$ cat src/design/flip_regs.svh
// Register offsets, field positions and reset values of the interrupt priority block
`ifndef FLIP_REGS_SVH
`define FLIP_REGS_SVH
`define FLIP_OFF_ENABLE 12'h2A0
`define FLIP_OFF_PRIO_HIGH 12'h2DC
`define FLIP_OFF_PRIO_LOW 12'h2E0
`define FLIP_OFF_CONTROL 12'h300
`define FLIP_OFF_STATUS 12'h304
`define FLIP_IDX_ENABLE 8'hA8
`define FLIP_IDX_PRIO_HIGH 8'hB7
`define FLIP_IDX_PRIO_LOW 8'hB8
`define FLIP_BIT_GLOBAL 7
`define FLIP_BIT_COUNTER_ARRAY 6
`define FLIP_RST_ENABLE 8'h00
`define FLIP_RST_PRIO 8'h00
`define FLIP_RST_CONTROL 2'h0
`define FLIP_NUM_SRC 7
`endif

$ cat src/design/flip_pkg.sv
// Types shared by the interrupt priority block
package flip_pkg;
   typedef logic [1:0] flip_level_t;
   typedef logic [6:0] flip_src_t;
   typedef logic [7:0] flip_vec_t;
   typedef enum logic [1:0] {
      FLIP_IDLE,
      FLIP_VECTOR
   } flip_state_e;
   function automatic flip_vec_t flip_vector(input logic [2:0] idx);
      case (idx)
         3'h0: flip_vector = 8'h03;
         3'h1: flip_vector = 8'h0B;
         3'h2: flip_vector = 8'h13;
         3'h3: flip_vector = 8'h1B;
         3'h4: flip_vector = 8'h33;
         3'h5: flip_vector = 8'h23;
         default: flip_vector = 8'h2B;
      endcase
   endfunction : flip_vector
endpackage : flip_pkg

$ cat src/design/flip_arbiter.sv
// Picks the highest-level enabled request, polling order among equals
`timescale 1ns/100ps
module flip_arbiter
   import flip_pkg::*;
(
   // Requests and levels
   input wire flip_src_t req,
   input wire logic [13:0] levels,
   // Winner
   output logic found,
   output logic [2:0] win_idx,
   output flip_level_t win_level
);
   always_comb begin
      found = 1'b0;
      win_idx = 3'h0;
      win_level = 2'h0;
      // fixed polling order
      for (int i = 0; i < 7; i++) begin
         if (req[i] && (!found || levels[2*i +: 2] > win_level)) begin
            found = 1'b1;
            win_idx = 3'(i);
            win_level = levels[2*i +: 2];
         end
      end
   end
endmodule : flip_arbiter

$ cat src/design/flip_controller.sv
// Four-level nested interrupt controller with APB register access
//
// The APB interface to the registers is this design's own decision.
`include "flip_regs.svh"
`timescale 1ns/100ps
// Notes on behaviour
// Seven sources, each at one of four levels, when counter array present.
// Without counter array only six sources; its enable and priority bits absent.
// Control held in enable, low priority and high priority registers.
// High priority register decoded at special register address B7H; decoded here at APB offset 2DCH.
// Level is high bit then low bit; 11 highest, 00 lowest.
// Four nesting levels, otherwise classic servicing scheme.
// Serve pending enabled request when no equal or higher level active.
// Equal or higher level active: request waits until handler finishes.
// Higher request pre-empts running lower-level handler at once.
// Pre-empted handler resumes on completion; in-service tracked per level.
// External flag cleared on vectoring only when transition activated.
// Same-level ties polled ext0, t0, ext1, t1, counter array, serial, t2.
// Needs own and global enable; timer0/1 and edge external flags auto-clear.
module flip_controller
   import flip_pkg::*;
#(
   parameter bit HAS_COUNTER_ARRAY = 1'b1
)
(
   // APB
   input wire logic pclk,
   input wire logic presetn,
   input wire logic psel,
   input wire logic penable,
   input wire logic pwrite,
   input wire logic [11:0] paddr,
   input wire logic [31:0] pwdata,
   output logic [31:0] prdata,
   output logic pready,
   output logic pslverr,
   // External requests, timers, counter array, serial
   input wire logic ext0_pin_event,
   input wire logic ext1_pin_event,
   input wire logic timer0_overflow_flag,
   input wire logic timer1_overflow_flag,
   input wire logic counter_array_overflow_flag,
   input wire logic [4:0] module_match_capture_flag,
   input wire logic serial_receive_flag,
   input wire logic serial_transmit_flag,
   input wire logic timer2_overflow_flag,
   input wire logic timer2_external_flag,
   // Core sequencer
   input wire logic vector_ack,
   input wire logic handler_return,
   output logic irq_request,
   output flip_vec_t irq_vector,
   output logic timer0_flag_clear,
   output logic timer1_flag_clear,
   // Request flags
   output logic ext0_request_flag,
   output logic ext1_request_flag
);
   logic [7:0] interrupt_enable;
   logic [7:0] interrupt_priority_high;
   logic [7:0] interrupt_priority_low;
   logic [1:0] ext_transition_mode;
   logic [6:0] impl_mask;
   flip_src_t raw_req;
   flip_src_t req;
   logic [13:0] levels;
   logic found;
   logic [2:0] win_idx;
   flip_level_t win_level;
   logic [3:0] in_service;
   logic allowed;
   logic taken;
   logic [2:0] taken_idx;
   flip_level_t taken_level;
   flip_state_e state;
   logic wr_en;
   logic rd_en;
   logic addr_ok;
   logic ext0_clear;
   logic ext1_clear;
   flip_src_t enable_poll;
   flip_src_t prio_high_poll;
   flip_src_t prio_low_poll;

   // Register bits run ext0,t0,ext1,t1,serial,t2,counter array; arbiter wants polling order
   function automatic flip_src_t flip_to_poll(input logic [6:0] bits);
      flip_to_poll = {bits[5], bits[4], bits[6], bits[3:0]};
   endfunction : flip_to_poll

   // seven sources, R2 drop counter array
   // Mask is in register bit order, counter array at bit 6
   assign impl_mask = HAS_COUNTER_ARRAY ? 7'h7F : 7'h3F;

   assign wr_en = psel && penable && pwrite;
   assign rd_en = psel && !pwrite;
   assign pready = 1'b1;

   // three registers, R4 high priority at APB offset 2DCH rather than B7H
   always_comb begin
      case (paddr)
         `FLIP_OFF_ENABLE: addr_ok = 1'b1;
         `FLIP_OFF_PRIO_HIGH: addr_ok = 1'b1;
         `FLIP_OFF_PRIO_LOW: addr_ok = 1'b1;
         `FLIP_OFF_CONTROL: addr_ok = 1'b1;
         `FLIP_OFF_STATUS: addr_ok = 1'b1;
         default: addr_ok = 1'b0;
      endcase
   end
   assign pslverr = psel && penable && !addr_ok;

   always_ff @(posedge pclk or negedge presetn) begin
      if (!presetn) begin
         interrupt_enable <= `FLIP_RST_ENABLE;
      end else if (wr_en && paddr == `FLIP_OFF_ENABLE) begin
         // absent enable bit stays zero
         interrupt_enable <= pwdata[7:0] & {1'b1, impl_mask};
      end
   end

   always_ff @(posedge pclk or negedge presetn) begin
      if (!presetn) begin
         interrupt_priority_high <= `FLIP_RST_PRIO;
         interrupt_priority_low <= `FLIP_RST_PRIO;
      end else if (wr_en) begin
         if (paddr == `FLIP_OFF_PRIO_HIGH) begin
            interrupt_priority_high <= pwdata[7:0] & {1'b0, impl_mask};
         end
         if (paddr == `FLIP_OFF_PRIO_LOW) begin
            interrupt_priority_low <= pwdata[7:0] & {1'b0, impl_mask};
         end
      end
   end

   always_ff @(posedge pclk or negedge presetn) begin
      if (!presetn) begin
         ext_transition_mode <= `FLIP_RST_CONTROL;
      end else if (wr_en && paddr == `FLIP_OFF_CONTROL) begin
         ext_transition_mode <= pwdata[1:0];
      end
   end

   always_ff @(posedge pclk or negedge presetn) begin
      if (!presetn) begin
         prdata <= 32'h0000_0000;
      end else if (rd_en && !penable) begin
         case (paddr)
            `FLIP_OFF_ENABLE: prdata <= {24'h00_0000, interrupt_enable};
            `FLIP_OFF_PRIO_HIGH: prdata <= {24'h00_0000, interrupt_priority_high};
            `FLIP_OFF_PRIO_LOW: prdata <= {24'h00_0000, interrupt_priority_low};
            `FLIP_OFF_CONTROL: prdata <= {30'h0000_0000, ext_transition_mode};
            `FLIP_OFF_STATUS: prdata <= {16'h0000, 1'b0, taken_idx, in_service,
                                         1'b0, req};
            default: prdata <= 32'h0000_0000;
         endcase
      end
   end

   // External flags: level mode follows pin, transition mode is sticky
   always_ff @(posedge pclk or negedge presetn) begin
      if (!presetn) begin
         ext0_request_flag <= 1'b0;
         ext1_request_flag <= 1'b0;
      end else begin
         // clear on vector only when transition activated; set wins
         if (!ext_transition_mode[0]) ext0_request_flag <= ext0_pin_event;
         else if (ext0_pin_event) ext0_request_flag <= 1'b1;
         else if (ext0_clear) ext0_request_flag <= 1'b0;
         if (!ext_transition_mode[1]) ext1_request_flag <= ext1_pin_event;
         else if (ext1_pin_event) ext1_request_flag <= 1'b1;
         else if (ext1_clear) ext1_request_flag <= 1'b0;
      end
   end

   assign raw_req = {timer2_overflow_flag | timer2_external_flag,
                     serial_receive_flag | serial_transmit_flag,
                     counter_array_overflow_flag | (|module_match_capture_flag),
                     timer1_overflow_flag, ext1_request_flag,
                     timer0_overflow_flag, ext0_request_flag};

   assign enable_poll = flip_to_poll(interrupt_enable[6:0] & impl_mask);
   assign prio_high_poll = flip_to_poll(interrupt_priority_high[6:0]);
   assign prio_low_poll = flip_to_poll(interrupt_priority_low[6:0]);

   // own and global enable
   assign req = raw_req & enable_poll & {7{interrupt_enable[`FLIP_BIT_GLOBAL]}};

   // level = {high, low}
   always_comb begin
      levels = 14'h0000;
      for (int i = 0; i < 7; i++) begin
         levels[2*i +: 2] = {prio_high_poll[i], prio_low_poll[i]};
      end
   end

   flip_arbiter u_arbiter (
      .req(req),
      .levels(levels),
      .found(found),
      .win_idx(win_idx),
      .win_level(win_level)
   );

   // no equal or higher level in service
   assign allowed = found && ((in_service >> win_level) == 4'h0);

   // Vector offered until core acknowledges; winner frozen meanwhile
   always_ff @(posedge pclk or negedge presetn) begin
      if (!presetn) begin
         state <= FLIP_IDLE;
         taken_idx <= 3'h0;
         taken_level <= 2'h0;
         irq_vector <= 8'h00;
      end else begin
         case (state)
            FLIP_IDLE: begin
               if (allowed && !handler_return) begin
                  state <= FLIP_VECTOR;
                  taken_idx <= win_idx;
                  taken_level <= win_level;
                  irq_vector <= flip_vector(win_idx);
               end
            end
            FLIP_VECTOR: begin
               if (vector_ack) state <= FLIP_IDLE;
            end
            default: state <= FLIP_IDLE;
         endcase
      end
   end

   assign irq_request = (state == FLIP_VECTOR);
   assign taken = irq_request && vector_ack;
   // auto-clear strobes for timers 0/1 and external flags
   assign timer0_flag_clear = taken && taken_idx == 3'h1;
   assign timer1_flag_clear = taken && taken_idx == 3'h3;
   assign ext0_clear = taken && taken_idx == 3'h0;
   assign ext1_clear = taken && taken_idx == 3'h2;

   flip_service_stack u_stack (
      .pclk(pclk),
      .presetn(presetn),
      .enter(taken),
      .enter_level(taken_level),
      .leave(handler_return),
      .in_service(in_service)
   );
endmodule : flip_controller

$ cat src/design/flip_service_stack.sv
// Per-level in-service bits; return clears the highest active level
`timescale 1ns/100ps
module flip_service_stack
   import flip_pkg::*;
(
   // Clock and reset
   input wire logic pclk,
   input wire logic presetn,
   // Control
   input wire logic enter,
   input wire flip_level_t enter_level,
   input wire logic leave,
   // State
   output logic [3:0] in_service
);
   logic [3:0] top_mask;
   always_comb begin
      top_mask = 4'h0;
      if (in_service[3]) top_mask = 4'h8;
      else if (in_service[2]) top_mask = 4'h4;
      else if (in_service[1]) top_mask = 4'h2;
      else if (in_service[0]) top_mask = 4'h1;
   end
   // per-level tracking, resume lower
   always_ff @(posedge pclk or negedge presetn) begin
      if (!presetn) begin
         in_service <= 4'h0;
      end else begin
         in_service <= (in_service & ~(leave ? top_mask : 4'h0))
                       | (enter ? (4'h1 << enter_level) : 4'h0);
      end
   end
endmodule : flip_service_stack

$ cat config.mk
export PLATFORM = sky130hd
export DESIGN_NAME = flip_controller
export DESIGN_NICKNAME = d
export VERILOG_FILES = /design/src/design/flip_pkg.sv /design/src/design/flip_arbiter.sv /design/src/design/flip_controller.sv /design/src/design/flip_service_stack.sv
export VERILOG_INCLUDE_DIRS = /design/src /design/src/design
export SDC_FILE = /design/constraint.sdc
export NUM_CORES = 1
export LEC_CHECK = 0
export BUFFER_PORTS_ARGS = -buffer_cell sky130_fd_sc_hd__clkbuf_2
export CAP_MARGIN = 25
export CORE_MARGIN = 4
export CORE_UTILIZATION = 30
export CTS_CLUSTER_DIAMETER = 200
export DETAILED_ROUTE_END_ITERATION = 8
export PLACE_DENSITY = 0.59
export SYNTH_ARGS = -nofsm -noshare
export SYNTH_HDL_FRONTEND = slang
export SYNTH_SLANG_ARGS = --single-unit
$ cat constraint.sdc
create_clock -name pclk -period 9.1 [get_ports pclk]
set_input_delay 1.82 -clock pclk [delete_from_list [all_inputs] [get_ports pclk]]
set_output_delay 1.82 -clock pclk [all_outputs]
set_load 0.005 [all_outputs]
==> impl_results.md <==
* Slew headroom at 0.422
* Fin. Hold Viols at 0
* Minimum clock period at 8.74 ns
* Worst Skew at between 0.005 and 0.006 ns
* Synth Register Bits at 55
* CTS Buf Count at 5
* Synth cell count leaders: 55 x dfrtp_1, 50 x nand2_1, 29 x mux2_2, 27 x o21ai_0, 22 x buf_4
* Largest net degree at the start of global routing at 56
* Met1 usage at 0.200
* Core area at about 0.011 mm2
* Ratio of cells with drive above 1 in the final layout at 0.367
* GR peak layer: met2
* WHS Path Cells at 2
* Pwr/cell area at around 110 mW/mm2
* Slew @ Worst Pin at 0.864 ns
* Hold/Removal Path Class: reg -> reg
* Startpoint Class: primary input
* Hold_buf cts at 0
* Initial Util at 0.312
* Final setup fails at 0
* Switching share of power at 0.235
* Ys flop type: dfrtp_1
* Max Cap Violations at 0
* Post-DP HPWL at 7300 um
* EDFF count, synth at 0
* Worst setup margin at 0.358 ns
* Fmax at about 110 MHz
* Die area at around 0.013 mm2
* Post-Route WL at 9370 um
* Slowest cell on the critical path: or3b_1
* FF-to-FF Start: ext0_request_flag
* N_diodes at 0
* Area leader, netlist: dfrtp_1
* Overall global routing resource usage at 0.139
* Die W at 115 um
* Int Pwr at 357 uW
* Switching power at about 110 uW
* Pleak at 2.05 nW
* Worst R2R End: taken_idx[2]
* CTS tree: built
* DRT antenna net count at 0
* Worst VDD drop at 0.0771 mV
* Layout area overhead at 21.8%
* Syn avg cell area at 9.83 um2
* Slowest cell delay on critical path at 0.40 ns
* Fin util at 0.380
* Critical path arrival at approximately 9 ns
* Grt ovf at 0
* Share of synthesized flip-flops with an asynchronous set or reset at 1.00
* Via Count at 2922
* Period utilization at 0.961
* Synthesized instance count at 352
* Worst Path Required at a little over 9 ns
* Clk slew on worst S/H paths at 0.07 ns
* Unique cell type count in the Yosys netlist at a little over 60
* Area of the mapped netlist at 0.00346 mm2
* Critical Path End Type: register
* GRT met2 Usage at 0.221
* Vias in the first global route at approximately 2800
* Worst R2R Path Depth at 40
* PortBufs at 66
* Mean routed wirelength per cell at 16.1 um
* Initial antenna violation count at 0
* First-pass GRT wire length at 14600 um
* Post-synth top area share at 0.398
* Via/cell ratio at just over 5
* DRC Markers at 0
* IO Count at 112
* Part of the power in combinational logic at 0.055
* Sequential area share after synthesis at 0.398
* Iter 0 DRT Violations at 138
* FF-to-FF setup slack at 0.75 ns
* Met3 Resource Use GR at 0.0200
* Die height at 115 um
* Fin. max-slew vios at 0
* Clk Latency, worst-skew pair at about 0.29 ns
* Crit Path Category: in -> reg
* Drt pass-1 iters at 4
* Max Fanout on Critical Path at 5
* Setup TNS at 0 ns
* Hold_sp: prdata[8]
* Top-count cell post-synth: dfrtp_1
* GP Congestion at between 0.8 and 0.9
* Nets at 517
* CTS H-tree lvls at 2
* CTS Buffer Depth at 2
* Flop pwr share at 0.526
* TritonCTS Sinks at between 50 and 60
* Outcome: finished clean
* Yosys warns at 0
* FILL cells at 1129
* Clk network pwr share at 0.419
* Synth top area cells: dfrtp_1 40%, mux2_2 9.4%, nand2_1 5.4%
* Place WS at -0.127 ns
* Hold Crit Endpoint: prdata[8]
* Row Count at 38
* Root buf cell: clkbuf_16
[cells in the final DEF, fill, tap and decap left out, types with 4 or more instances in the layout]
master / instances
clkbuf_16: 5
ha_1: 12
inv_1: 14
nand3_1: 8
nor2_1: 20
a21oi_1: 6
nor2b_1: 8
mux2_4: 6
buf_4: 25
dfrtp_1: 55
mux2_2: 29
and3_1: 4
nand2_1: 50
nand2b_1: 6
clkbuf_2: 66
o21ai_0: 25
conb_1: 21
o31ai_1: 8
a221oi_1: 4
nand4_1: 4
[critical path, delay by kind of cell]
| kind | cells | cell delay (ns) |
|---|---|---|
| AOI/OAI and AO/OA | 16 | 2.83 |
| adders and majority gates | 5 | 1.42 |
| and+or+nand+nor | 11 | 1.79 |
| buffers and inverters | 3 | 0.48 |
| muxes | 2 | 0.59 |
[metal layers]
layer | vias up | part of all wire
li1 | 1415 | -
met1 | 1395 | 0.47
met2 | 104 | 0.46
met3 | 8 | 0.061
met4 | 0 | 0.0085
met5 | - | 0
[kinds of logic after synthesis]
family	Yosys count	synth area share
adder cells (fa/ha/maj)	12	0.0434
AND/OR/NAND/NOR	118	0.168
AO/OA/AOI/OAI	84	0.187
flip-flops	55	0.398
other	2	0.00217
buffers and inverters	44	0.0741
multiplexers	37	0.127
[registers in the layout, indices dropped and copies added, names as in the netlist]
| register | count |
|---|---|
| interrupt_enable | 8 |
| prdata | 15 |
| ext1_request_flag | 1 |
| ext_transition_mode | 2 |
| interrupt_priority_high | 7 |
| state | 1 |
| interrupt_priority_low | 7 |
| taken_idx | 3 |
| ext0_request_flag | 1 |
| irq_vector | 4 |
| taken_level | 2 |
| u_stack.in_service | 4 |
[per-stage QoR]
step           hold slack, ns  instance area, um2  std cells  power (mW)
4_1_cts                 0.491                4150        577       0.472
3_3_place_gp            0.465                3990        568       0.276
2_1_floorplan           0.473                3530        371       0.264
5_1_grt                 0.521                4210        581       0.487
3_5_place_dp            0.474                4000        569       0.276
6_report                0.482                4210        581       0.467
[power by group through the flow]
stage | Clock [mW] | Sequential, mW | Combinational (mW)
2_1_floorplan | 0 | 0.250 | 0.0140
3_3_place_gp | 0 | 0.250 | 0.0253
3_5_place_dp | 0 | 0.250 | 0.0259
4_1_cts | 0.201 | 0.246 | 0.0260
5_1_grt | 0.212 | 0.246 | 0.0298
6_report | 0.196 | 0.246 | 0.0258
[timing repair]
item,4_1_cts,5_1_grt
buffers inserted,0,3
setup endpoints to repair,0,9
gates resized for setup,0,9
[final cells by class]
class                           instances  area, um2  area share
Timing Repair Buffer                   92        523       0.124
Sequential cell                        55       1380       0.327
Inverter                               14       52.6      0.0125
Multi-Input combinational cell        272       1940       0.460
Clock inverter                          3       23.8     0.00564
Clock buffer                            5        125      0.0297
Tap cell                              140        175      0.0416
[worst max path at each step]
| stage | from | endpoint | slack (ns) | cells after the start |
|---|---|---|---|---|
| floorplan | timer0_overflow_flag | irq_vector[3] | 0.42 | 36 |
| detailed placement | timer0_overflow_flag | taken_idx[2] | -0.13 | 35 |
| finish | timer0_overflow_flag | taken_idx[2] | 0.36 | 37 |
| global route | timer0_overflow_flag | taken_idx[2] | -0.04 | 38 |
| global placement | timer0_overflow_flag | taken_idx[2] | -0.02 | 35 |
| CTS | timer0_overflow_flag | taken_idx[2] | 0.14 | 35 |
Note: power is estimated with default switching activity, not from simulation.
